===== src/hdl/pqs_pkg.sv =====
// constants, field layouts and carrier types of the packet queue scheduler
//
// Contract
// - each queue holds zero or more packets and flags its empty state explicitly
// - enqueue appends an arriving packet at the queue tail
// - dequeue removes the packet standing at the queue head
// - packets leave a queue in exactly their enqueue order
// - queues take packets from upstream inputs and deliver on one output
// - each queue keeps its current depth in packets and in bytes
// - each queue carries a configurable depth threshold reported outward
// - head or side removals never reorder packets of one microflow
// - queues share a limited buffer pool; exhaustion and pool threshold limit depth; only exhaustion gates enqueue here, the threshold sets pool_thr_out
// - each queue exports current depth and threshold triggers to droppers
// - a non-empty indication goes downstream whenever a queue holds a packet
// - scheduler releases packets onto one output only when the discipline permits
// - every scheduler input has its own upstream queue and parameter set
// - discipline uses per-input priority, token-bucket limits, packet length, local state
// - non-work-conserving mode holds a packet until its profile finds it conforming
// - per-input minimum rate profile guarantees that input a minimum rate
// - priority shares leftover bandwidth only after all minimum rates are met
// - maximum rate profile acts only in non-work-conserving mode
// - each rate profile is a rate per time unit plus a burst size
// - equal priorities meet every minimum rate when their sum fits line rate
// - token counters grow at the configured rate and saturate at burst size
// - a packet conforms only when tokens are at least its length
package pqs_pkg;

   // ---------------------------------------------------------------
   // widths and timing
   // ---------------------------------------------------------------
   localparam int LEN_W         = 16;   // packet length in bytes
   localparam int CP_W          = 6;    // codepoint carried with a packet
   localparam int TOK_W         = 24;   // token bucket width, bytes
   localparam int RATE_W        = 16;   // bytes added per rate interval
   localparam int PRIO_W        = 4;
   localparam int ADDR_W        = 8;
   localparam int DATA_W        = 32;
   localparam int CLK_PERIOD_NS = 25;   // 40 MHz system clock
   localparam int TICK_NS       = 1000; // rate interval of every profile
   localparam int TICK_CYC      = (TICK_NS + CLK_PERIOD_NS - 1) / CLK_PERIOD_NS;

   // ---------------------------------------------------------------
   // register map
   // ---------------------------------------------------------------
   localparam logic [ADDR_W-1:0] CTRL_OFS      = 8'h00;
   localparam logic [ADDR_W-1:0] POOL_USED_OFS = 8'h04;
   localparam logic [ADDR_W-1:0] POOL_THR_OFS  = 8'h08;
   localparam logic [ADDR_W-1:0] IN_BASE_OFS   = 8'h40; // first per-input block
   localparam logic [ADDR_W-1:0] IN_STRIDE     = 8'h20;
   localparam logic [4:0] MIN_RATE_OFS  = 5'h00;
   localparam logic [4:0] MIN_BURST_OFS = 5'h04;
   localparam logic [4:0] MAX_RATE_OFS  = 5'h08;
   localparam logic [4:0] MAX_BURST_OFS = 5'h0C;
   localparam logic [4:0] PRIO_OFS      = 5'h10;
   localparam logic [4:0] DEPTH_THR_OFS = 5'h14;
   localparam logic [4:0] DEPTH_PKT_OFS = 5'h18;
   localparam logic [4:0] DEPTH_BYT_OFS = 5'h1C;
   localparam int CTRL_EN_BIT  = 0;     // scheduler release enable
   localparam int CTRL_NWC_BIT = 1;     // non-work-conserving discipline

   // ---------------------------------------------------------------
   // reset values
   // ---------------------------------------------------------------
   localparam logic [1:0]        CTRL_RST      = 2'h1;
   localparam logic [RATE_W-1:0] MIN_RATE_RST  = 16'h0000;
   localparam logic [TOK_W-1:0]  MIN_BURST_RST = 24'h000000;
   localparam logic [RATE_W-1:0] MAX_RATE_RST  = 16'hFFFF;
   localparam logic [TOK_W-1:0]  MAX_BURST_RST = 24'hFFFFFF;
   localparam logic [PRIO_W-1:0] PRIO_RST      = 4'h0;

   // ---------------------------------------------------------------
   // carriers
   // ---------------------------------------------------------------
   typedef struct packed {
      logic [CP_W-1:0]  cp;
      logic [LEN_W-1:0] len;
   } pqs_pkt_t;

   typedef struct packed {
      logic              wr;
      logic              rd;
      logic [ADDR_W-1:0] addr;
      logic [DATA_W-1:0] wdata;
   } pqs_reg_req_t;

endpackage


===== src/hdl/pqs_top.sv =====
// packet queues with a shared pool and a rate-profile priority scheduler
//
// Local design decisions: the register addresses and the address-and-strobe port.
`timescale 1ns/10ps
module pqs_top #(
   parameter int NUM_IN = 2,   // scheduler inputs, one queue each
   parameter int QDEPTH = 16,  // descriptor slots per queue
   parameter int POOL   = 24   // shared buffer pool, in packets
) (
   input  wire logic                          sys_clk_in,     // system clock
   input  wire logic                          srst_in,        // sync reset, high
   input  wire pqs_pkg::pqs_reg_req_t         reg_in,         // register request
   output logic [pqs_pkg::DATA_W-1:0]         rd_data_out,    // read data, cycle after rd
   input  wire logic [NUM_IN-1:0]             enq_valid_in,   // enqueue strobe per input
   input  wire pqs_pkg::pqs_pkt_t [NUM_IN-1:0] enq_pkt_in,    // packet per input
   output logic [NUM_IN-1:0]                  enq_ready_out,  // queue will accept
   input  wire logic [NUM_IN-1:0]             drop_head_in,   // head dropper removal
   output logic                               deq_valid_out,  // packet on output
   output pqs_pkg::pqs_pkt_t                  deq_pkt_out,    // departing packet
   output logic [$clog2(NUM_IN)-1:0]          deq_src_out,    // input it came from
   input  wire logic                          out_ready_in,   // link takes packet
   output logic [NUM_IN-1:0]                  nonempty_out,   // queue holds packets
   output logic [NUM_IN-1:0][$clog2(QDEPTH):0] depth_pkt_out, // depth in packets
   output logic [NUM_IN-1:0][pqs_pkg::LEN_W+$clog2(QDEPTH):0] depth_byt_out, // bytes
   output logic [NUM_IN-1:0]                  thr_out,        // byte depth over threshold
   output logic                               pool_thr_out    // pool use at threshold
);
   localparam int AW  = $clog2(QDEPTH);
   localparam int IW  = $clog2(NUM_IN);
   localparam int BW  = pqs_pkg::LEN_W + AW + 1;
   localparam int PW  = $clog2(POOL + 1);
   localparam int LW  = pqs_pkg::LEN_W;
   localparam int TW  = pqs_pkg::TOK_W;
   localparam int RW  = pqs_pkg::RATE_W;
   localparam int PRW = pqs_pkg::PRIO_W;
   localparam int TCW = $clog2(pqs_pkg::TICK_CYC + 1);

   // ---------------------------------------------------------------
   // parameter checks
   // ---------------------------------------------------------------
   if (NUM_IN < 2 || NUM_IN > 6) begin : g_bad_num_in
      $error("NUM_IN must lie between 2 and 6");
   end
   if (QDEPTH < 2 || (1 << AW) != QDEPTH) begin : g_bad_qdepth
      $error("QDEPTH must be a power of two of at least 2");
   end
   if (POOL < NUM_IN) begin : g_bad_pool
      $error("POOL must be at least NUM_IN");
   end

   // ---------------------------------------------------------------
   // state
   // ---------------------------------------------------------------
   // all state in one record: the comb block builds the next copy
   // and one flop bank holds it, so no field drifts out of step
   typedef struct packed {
      pqs_pkg::pqs_pkt_t [NUM_IN-1:0][QDEPTH-1:0] mem;
      logic [NUM_IN-1:0][AW-1:0]  wp;
      logic [NUM_IN-1:0][AW-1:0]  rp;
      logic [NUM_IN-1:0][AW:0]    cnt;
      logic [NUM_IN-1:0][BW-1:0]  byt;
      logic [PW-1:0]              pool_used;
      logic [PW-1:0]              pool_thr;
      logic [NUM_IN-1:0][RW-1:0]  min_rate;
      logic [NUM_IN-1:0][TW-1:0]  min_burst;
      logic [NUM_IN-1:0][RW-1:0]  max_rate;
      logic [NUM_IN-1:0][TW-1:0]  max_burst;
      logic [NUM_IN-1:0][PRW-1:0] prio;
      logic [NUM_IN-1:0][BW-1:0]  depth_thr;
      logic [NUM_IN-1:0][TW-1:0]  min_tok;
      logic [NUM_IN-1:0][TW-1:0]  max_tok;
      logic [1:0]                 ctrl;
      logic [TCW-1:0]             tick_cnt;
      logic [IW-1:0]              rr_last;
      logic                       ov;
      pqs_pkg::pqs_pkt_t          opkt;
      logic [IW-1:0]              osrc;
      logic [pqs_pkg::DATA_W-1:0] rdata;
      logic [NUM_IN-1:0]          ready;
      logic [NUM_IN-1:0]          nonempty;
      logic [NUM_IN-1:0]          thr;
      logic                       pthr;
   } pqs_state_t;

   pqs_state_t st_q;
   pqs_state_t st_d;

   // ---------------------------------------------------------------
   // functions
   // ---------------------------------------------------------------
   // round-robin pick: first requester after the last served input
   // scanning down and keeping the last hit leaves the nearest one
   function automatic logic [IW:0] rr_pick(input logic [NUM_IN-1:0] req, input logic [IW-1:0] last);
      logic [IW:0] res;
      int          j;
      res = '0;
      for (int k = NUM_IN; k >= 1; k--) begin
         j = int'(last) + k;
         if (j >= NUM_IN) begin
            j = j - NUM_IN;
         end
         if (req[j]) begin
            res = {1'b1, IW'(j)};
         end
      end
      return res;
   endfunction

   // register decode: {per-input hit, input index, field offset}
   function automatic logic [IW+5:0] reg_sel(input logic [pqs_pkg::ADDR_W-1:0] addr);
      logic [IW+5:0]             res;
      logic [pqs_pkg::ADDR_W-1:0] rel;
      res = '0;
      for (int i = 0; i < NUM_IN; i++) begin
         rel = addr - pqs_pkg::IN_BASE_OFS - pqs_pkg::ADDR_W'(i * int'(pqs_pkg::IN_STRIDE));
         if (addr >= pqs_pkg::IN_BASE_OFS && rel < pqs_pkg::IN_STRIDE) begin
            res = {1'b1, IW'(i), rel[4:0]};
         end
      end
      return res;
   endfunction

   // saturating add of a rate to a bucket, capped at its burst
   function automatic logic [TW-1:0] tok_fill(input logic [TW-1:0] tok, input logic [RW-1:0] rate,
                                              input logic [TW-1:0] burst);
      logic [TW:0] sum;
      sum = {1'b0, tok} + (TW+1)'(rate);
      return (sum > {1'b0, burst}) ? burst : sum[TW-1:0];
   endfunction

   // ---------------------------------------------------------------
   // next-state logic
   // ---------------------------------------------------------------
   always_comb begin
      logic                      tick;
      logic                      nwc;
      logic [NUM_IN-1:0]         ne;
      logic [NUM_IN-1:0]         min_ok;
      logic [NUM_IN-1:0]         max_ok;
      logic [NUM_IN-1:0]         req_min;
      logic [NUM_IN-1:0]         req_left;
      logic [NUM_IN-1:0]         req_prio;
      logic [NUM_IN-1:0][LW-1:0] hlen;
      logic [NUM_IN-1:0]         pop;
      logic [PRW-1:0]            best;
      logic [IW:0]               pick;
      logic                      from_min;
      logic                      slot;
      logic [IW+5:0]             sel;
      logic [IW-1:0]             si;
      logic [pqs_pkg::DATA_W-1:0] wd;
      logic [PW-1:0]             pool_n;
      tick     = 1'b0;
      nwc      = st_q.ctrl[pqs_pkg::CTRL_NWC_BIT];
      ne       = '0;
      min_ok   = '0;
      max_ok   = '0;
      hlen     = '0;
      pop      = '0;
      best     = '1;
      pick     = '0;
      from_min = 1'b0;
      slot     = 1'b0;
      req_min  = '0;
      req_left = '0;
      req_prio = '0;
      sel      = '0;
      si       = '0;
      wd       = reg_in.wdata;
      pool_n   = st_q.pool_used;
      st_d     = st_q;

      // one shared tick keeps every bucket on one time base,
      // so rates count bytes per tick, not per clock
      // rate interval counter
      if (st_q.tick_cnt == TCW'(pqs_pkg::TICK_CYC - 1)) begin
         st_d.tick_cnt = '0;
         tick          = 1'b1;
      end else begin
         st_d.tick_cnt = st_q.tick_cnt + 1'b1;
      end

      // strict conformance: the whole length must be in tokens,
      // nothing is borrowed against later ticks
      // head view and conformance of each input
      for (int i = 0; i < NUM_IN; i++) begin
         hlen[i]   = st_q.mem[i][st_q.rp[i]].len;
         ne[i]     = (st_q.cnt[i] != '0);
         min_ok[i] = (st_q.min_tok[i] >= TW'(hlen[i]));
         max_ok[i] = !nwc || (st_q.max_tok[i] >= TW'(hlen[i]));
      end

      // token buckets grow per interval and saturate at burst
      if (tick) begin
         for (int i = 0; i < NUM_IN; i++) begin
            st_d.min_tok[i] = tok_fill(st_q.min_tok[i], st_q.min_rate[i], st_q.min_burst[i]);
            st_d.max_tok[i] = tok_fill(st_q.max_tok[i], st_q.max_rate[i], st_q.max_burst[i]);
         end
      end

      // refilled on the edge it is taken, so a busy link
      // sees back-to-back packets with no idle cycle
      // output register: held until the link takes it
      if (st_q.ov && out_ready_in) begin
         st_d.ov = 1'b0;
      end
      slot = st_q.ctrl[pqs_pkg::CTRL_EN_BIT] && (!st_q.ov || out_ready_in);

      // an input owed its minimum rate wins before any priority
      // compare; priority only splits what is left over
      // minimum-rate phase first, leftover by priority after it
      req_min  = ne & min_ok & max_ok;
      req_left = ne & max_ok;
      for (int i = 0; i < NUM_IN; i++) begin
         if (req_left[i] && st_q.prio[i] < best) begin
            best = st_q.prio[i];
         end
      end
      for (int i = 0; i < NUM_IN; i++) begin
         req_prio[i] = req_left[i] && (st_q.prio[i] == best);
      end
      if (req_min != '0) begin
         pick     = rr_pick(req_min, st_q.rr_last);
         from_min = 1'b1;
      end else begin
         pick = rr_pick(req_prio, st_q.rr_last);
      end

      // release one packet onto the output when permitted
      if (slot && pick[IW]) begin
         si           = pick[IW-1:0];
         pop[si]      = 1'b1;
         st_d.ov      = 1'b1;
         st_d.opkt    = st_q.mem[si][st_q.rp[si]];
         st_d.osrc    = si;
         st_d.rr_last = si;
         if (from_min) begin
            st_d.min_tok[si] = (st_d.min_tok[si] > TW'(hlen[si])) ? st_d.min_tok[si] - TW'(hlen[si]) : '0;
         end
         if (nwc) begin
            st_d.max_tok[si] = (st_d.max_tok[si] > TW'(hlen[si])) ? st_d.max_tok[si] - TW'(hlen[si]) : '0;
         end
      end

      // a drop that meets a pop on the same queue is lost,
      // the dropper must ask again if it still wants it
      // head dropper removes only the head, scheduler has precedence
      for (int i = 0; i < NUM_IN; i++) begin
         if (drop_head_in[i] && ne[i] && !pop[i]) begin
            pop[i] = 1'b1;
         end
      end

      // queue pointers and depth bookkeeping
      for (int i = 0; i < NUM_IN; i++) begin
         if (enq_valid_in[i] && st_q.ready[i]) begin
            st_d.mem[i][st_q.wp[i]] = enq_pkt_in[i];
            st_d.wp[i]  = st_q.wp[i] + 1'b1;
            st_d.cnt[i] = st_d.cnt[i] + 1'b1;
            st_d.byt[i] = st_d.byt[i] + BW'(enq_pkt_in[i].len);
            pool_n      = pool_n + 1'b1;
         end
         if (pop[i]) begin
            st_d.rp[i]  = st_q.rp[i] + 1'b1;
            st_d.cnt[i] = st_d.cnt[i] - 1'b1;
            st_d.byt[i] = st_d.byt[i] - BW'(hlen[i]);
            pool_n      = pool_n - 1'b1;
         end
      end
      st_d.pool_used = pool_n;

      // unmapped offsets miss both decoders: writes are lost
      // and reads return zero
      // register writes
      sel = reg_sel(reg_in.addr);
      if (reg_in.wr) begin
         if (reg_in.addr == pqs_pkg::CTRL_OFS) begin
            st_d.ctrl = wd[1:0];
         end
         if (reg_in.addr == pqs_pkg::POOL_THR_OFS) begin
            st_d.pool_thr = wd[PW-1:0];
         end
         if (sel[IW+5]) begin
            si = sel[IW+4:5];
            unique case (sel[4:0])
               pqs_pkg::MIN_RATE_OFS:  st_d.min_rate[si]  = wd[RW-1:0];
               pqs_pkg::MIN_BURST_OFS: st_d.min_burst[si] = wd[TW-1:0];
               pqs_pkg::MAX_RATE_OFS:  st_d.max_rate[si]  = wd[RW-1:0];
               pqs_pkg::MAX_BURST_OFS: st_d.max_burst[si] = wd[TW-1:0];
               pqs_pkg::PRIO_OFS:      st_d.prio[si]      = wd[PRW-1:0];
               pqs_pkg::DEPTH_THR_OFS: st_d.depth_thr[si] = wd[BW-1:0];
               default: ;
            endcase
         end
      end

      // register reads, answered the cycle after the strobe
      st_d.rdata = '0;
      if (reg_in.rd) begin
         if (reg_in.addr == pqs_pkg::CTRL_OFS) begin
            st_d.rdata = pqs_pkg::DATA_W'(st_q.ctrl);
         end
         if (reg_in.addr == pqs_pkg::POOL_USED_OFS) begin
            st_d.rdata = pqs_pkg::DATA_W'(st_q.pool_used);
         end
         if (reg_in.addr == pqs_pkg::POOL_THR_OFS) begin
            st_d.rdata = pqs_pkg::DATA_W'(st_q.pool_thr);
         end
         if (sel[IW+5]) begin
            si = sel[IW+4:5];
            unique case (sel[4:0])
               pqs_pkg::MIN_RATE_OFS:  st_d.rdata = pqs_pkg::DATA_W'(st_q.min_rate[si]);
               pqs_pkg::MIN_BURST_OFS: st_d.rdata = pqs_pkg::DATA_W'(st_q.min_burst[si]);
               pqs_pkg::MAX_RATE_OFS:  st_d.rdata = pqs_pkg::DATA_W'(st_q.max_rate[si]);
               pqs_pkg::MAX_BURST_OFS: st_d.rdata = pqs_pkg::DATA_W'(st_q.max_burst[si]);
               pqs_pkg::PRIO_OFS:      st_d.rdata = pqs_pkg::DATA_W'(st_q.prio[si]);
               pqs_pkg::DEPTH_THR_OFS: st_d.rdata = pqs_pkg::DATA_W'(st_q.depth_thr[si]);
               pqs_pkg::DEPTH_PKT_OFS: st_d.rdata = pqs_pkg::DATA_W'(st_q.cnt[si]);
               pqs_pkg::DEPTH_BYT_OFS: st_d.rdata = pqs_pkg::DATA_W'(st_q.byt[si]);
               default: ;
            endcase
         end
      end

      // ready keeps room for one packet on every input,
      // so all inputs may enqueue in the same cycle
      // exported status: ready, non-empty, thresholds
      for (int i = 0; i < NUM_IN; i++) begin
         st_d.ready[i]    = (st_d.cnt[i] < (AW+1)'(QDEPTH)) &&
                            (int'(st_d.pool_used) + NUM_IN <= POOL);
         st_d.nonempty[i] = (st_d.cnt[i] != '0);
         st_d.thr[i]      = (st_d.byt[i] > st_d.depth_thr[i]);
      end
      st_d.pthr = (st_d.pool_used >= st_d.pool_thr);
   end

   // ---------------------------------------------------------------
   // state register
   // ---------------------------------------------------------------
   // reset loads the idle setup: release on, work conserving,
   // no minimum guarantee and an open maximum profile
   always_ff @(posedge sys_clk_in) begin
      if (srst_in) begin
         st_q      <= '0;
         st_q.ctrl <= pqs_pkg::CTRL_RST;
         for (int i = 0; i < NUM_IN; i++) begin
            st_q.min_rate[i]  <= pqs_pkg::MIN_RATE_RST;
            st_q.min_burst[i] <= pqs_pkg::MIN_BURST_RST;
            st_q.max_rate[i]  <= pqs_pkg::MAX_RATE_RST;
            st_q.max_burst[i] <= pqs_pkg::MAX_BURST_RST;
            st_q.prio[i]      <= pqs_pkg::PRIO_RST;
         end
      end else begin
         st_q <= st_d;
      end
   end

   // ---------------------------------------------------------------
   // outputs, all straight from the state register
   // ---------------------------------------------------------------
   assign rd_data_out   = st_q.rdata;
   assign enq_ready_out = st_q.ready;
   assign deq_valid_out = st_q.ov;
   assign deq_pkt_out   = st_q.opkt;
   assign deq_src_out   = st_q.osrc;
   assign nonempty_out  = st_q.nonempty;
   assign depth_pkt_out = st_q.cnt;
   assign depth_byt_out = st_q.byt;
   assign thr_out       = st_q.thr;
   assign pool_thr_out  = st_q.pthr;
endmodule


===== config.mk =====
export PLATFORM = sky130hd
export DESIGN_NAME = pqs_top
export DESIGN_NICKNAME = d
export VERILOG_FILES = /design/src/hdl/pqs_pkg.sv /design/src/hdl/pqs_top.sv
export SDC_FILE = /design/constraint.sdc
export NUM_CORES = 2
export LEC_CHECK = 0
export ABC_AREA = 1
export BUFFER_PORTS_ARGS = -buffer_cell sky130_fd_sc_hd__buf_2
export CAP_MARGIN = 10
export CORE_ASPECT_RATIO = 1.75
export CORE_MARGIN = 10
export CORE_UTILIZATION = 41
export CTS_CLUSTER_SIZE = 28
export DETAILED_ROUTE_END_ITERATION = 8
export GPL_TIMING_DRIVEN = 0
export MAX_ROUTING_LAYER = met4
export REMOVE_ABC_BUFFERS = 1
export SYNTH_ARGS = -nofsm -noshare
export SYNTH_HDL_FRONTEND = slang
export SYNTH_SLANG_ARGS = --single-unit

===== constraint.sdc =====
create_clock -name sys_clk_in -period 13.25 [get_ports sys_clk_in]
set_input_delay 1.9875 -clock sys_clk_in [delete_from_list [all_inputs] [get_ports sys_clk_in]]
set_output_delay 1.9875 -clock sys_clk_in [all_outputs]
set_load 0.05 [all_outputs]

==> impl_metrics.env <==
export IMPL_yosysSeqAreaShare=0.352
export IMPL_routedWlPerCell_um=24.7
export IMPL_period_share=0.975
export IMPL_numCtsBuffers=113
export IMPL_finalCriticalPeriod_ns=12.92
export IMPL_finClkSkew_ns=0.0541
export IMPL_path_class="flop to flop"
export IMPL_clk_latency_ns=0.79
export IMPL_max_stage_delay_ns=1.17
export IMPL_yosys_cell_count_top_type="nor2_1"
export IMPL_tightest_slew_ns=1.29
export IMPL_coreArea_mm2=0.159
export IMPL_critical_path_top_delay_family="simple AND/OR/NAND/NOR gates"
export IMPL_drive_above_1_share=0.0710
export IMPL_grt_pass1_wl_mm=409
export IMPL_ys_types=72
export IMPL_finalHoldViolations=0
export IMPL_yosys_register_bits=1151
export IMPL_grt_usage=0.318
export IMPL_synth_cells=9661
export IMPL_synth_top_area_share=0.352
export IMPL_status="complete, no violations"
export IMPL_async_reset_ff_frac=0
export IMPL_synth_edf_count=0
export IMPL_port_buffers=191
export IMPL_ctsHoldBuffers=0
export IMPL_r2r_start="st_q[443]"
export IMPL_initial_core_util=0.412
export IMPL_ios=208
export IMPL_rsz0062_at_grt="false"
export IMPL_slew_violations=0
export IMPL_yosysWarnings=0
export IMPL_start_kind="flop"
export IMPL_rows=194
export IMPL_synth_top_cells_by_area="dfxtp_1, o21ai_0, nor2_1"
export IMPL_setup_viol=0
export IMPL_vias_per_cell=5.75
export IMPL_grt_pass1_vias=62100
export IMPL_relSlewSlack=0.137
export IMPL_htree_num_levels=3
export IMPL_hold_start="st_q[537]"
export IMPL_die_y_um=549
export IMPL_power_total_uw=19700
export IMPL_cap_viol_max_count=0
export IMPL_crit_start="st_q[443]"
export IMPL_antenna_found_initial=12
export IMPL_cts_clk_slew_worst_paths_ns=0.07
export IMPL_grt_ovfl_total=0
export IMPL_antenna_left=0
export IMPL_syn_area_mm2=0.0655
export IMPL_die_area_mm2=0.177
export IMPL_synth_top_cells_by_count="nor2_1, o21ai_0, nand2_1"
export IMPL_tritoncts="built"
export IMPL_grt_start_max_net_pins=200
export IMPL_clock_sinks=1151
export IMPL_p_leak_uw=0.0321
export IMPL_totalWireLength_mm=285
export IMPL_powerDensity_mw_per_mm2=272
export IMPL_drt_pass1_iter_count=8
export IMPL_cts_root_buf="clkbuf_16"
export IMPL_synth_largest_area_cell="dfxtp_1"
export IMPL_dpl_cell_area_mm2=0.0680
export IMPL_fin_nets=9871
export IMPL_hold_path_class="flop to flop"
export IMPL_cp_end_kind="flop"
export IMPL_worst_path_most_repeated_cell="nand2_1"
export IMPL_critical_path_slowest_cell="dfxtp_1"
export IMPL_path_buf_inv=8
export IMPL_place_congestion=1.02
export IMPL_required_ns=13.92
export IMPL_ys_flop_type="dfxtp_1"
export IMPL_crit_arrival_ns=13.58
export IMPL_peakVddDrop_mv=0.374
export IMPL_syn_avg_cell_area_um2=6.78
export IMPL_die_x_um=322
export IMPL_vias=66300
export IMPL_clk_path_buf_depth=3
export IMPL_drtIter0Drc=6354
export IMPL_design_area_mm2=0.0722
export IMPL_fmax_mhz=77.4
export IMPL_dp_hpwl_mm=207
export IMPL_drc=0
export IMPL_area_growth_pct=10.1
export IMPL_path_max_fanout=131
==> through the flow <==
stage          setup WS (ns)  setup TNS [ns]  std cells  hold WS (ns)  utilization
6_report               0.334               0      11500         0.447        0.453
5_1_grt               0.0231               0      11500         0.458        0.453
4_1_cts             0.000976               0      11500         0.449        0.453
3_5_place_dp           -1.13          -66.08      11300         0.438        0.427
3_3_place_gp          -24.51               -      11200         0.433        0.414
2_1_floorplan          -4.69         -480.13       8956         0.426            -
==> cell families (layout without fill, tap and decap cells) <==
group           Yosys count  count (layout)  synth area share
buf+inv                1411            1210            0.0890
flops                  1151            1151             0.352
xor+xnor                172             172            0.0230
mux                       2               2          0.000305
other cells               1              24         0.0000572
simple gates           3864            3864             0.238
fa+ha+maj               405             405            0.0785
compound gates         2655            2655             0.219
==> power breakdown <==
part / internal [uW] / switching, uW
Sequential: 3700 / 339
Clock: 2040 / 1570
Combinational: 3490 / 8520
Total: 9220 / 10400
==> layout by cell type (no fill, tap or decap), drive strengths merged, types with 4 or more instances in the layout <==
cell type,count
a211oi,25
a21boi,10
a21o,8
a21oi,793
a221oi,67
a22o,10
a22oi,6
a31o,13
a31oi,30
buf,302
bufinv,18
clkbuf,150
clkinv,34
clkinvlp,11
conb,8
dfxtp,1151
diode,16
fa,10
ha,395
inv,695
nand2,1391
nand3,293
nand3b,10
nand4,125
nor2,1931
nor3,52
nor3b,4
nor4,17
o211ai,62
o21a,10
o21ai,1481
o21bai,10
o221ai,32
o22ai,67
o311ai,5
o31ai,8
or2,32
xnor2,56
xor2,116
==> state kept, by name (all words and copies together) (netlist names) <==
signal	count
nonempty_out	2
deq_valid_out	1
rd_data_out	24
depth_byt_out	42
thr_out	2
deq_pkt_out	22
st_q	1045
pool_thr_out	1
enq_ready_out	2
depth_pkt_out	10
==> per-layer routing <==
| layer | track usage | vias to the layer above | wire length [um] |
|---|---|---|---|
| met5 | - | - | 0 |
| met4 | 0.290 | 0 | 30900 |
| met3 | 0.0508 | 889 | 17100 |
| met2 | 0.525 | 2598 | 137000 |
| met1 | 0.322 | 31300 | 100000 |
| li1 | - | 31500 | - |
==> final timing paths <==
| check | to | slack, ns | depth (start not counted) |
|---|---|---|---|
| max | st_q[93] | 0.33 | 48 |
| max reg2reg | st_q[93] | 0.33 | 48 |
| min reg2reg | st_q[537] | 0.45 | 2 |
| min | st_q[537] | 0.45 | 2 |
==> worst reg2reg max path, delay by kind of cell (launching register included) <==
family / cells / cell delay [ns]
AOI/OAI and AO/OA: 10 / 3.69
DFF: 1 / 1.17
adders and majority gates: 4 / 1.51
buffers and inverters: 8 / 2.22
and+or+nand+nor: 26 / 4.21
==> final cells by class <==
type	instances	area [um^2]
timing repair buffer	302	2830
clock inverter	59	882
antenna	16	40.0
fill	16300	87100
clock buffer	150	3160
inverter	699	2660
sequential	1151	23100
multi-input combinational	7106	37000
tap	2058	2570
==> what timing repair did <==
action                                  4_1_cts  5_1_grt
endpoints found under the setup margin       96       96
gates resized for setup                       8        5
pin swaps                                     0        0
buffers inserted                              1        0
gates cloned                                  0        0
(Power assumes the default switching activity.)
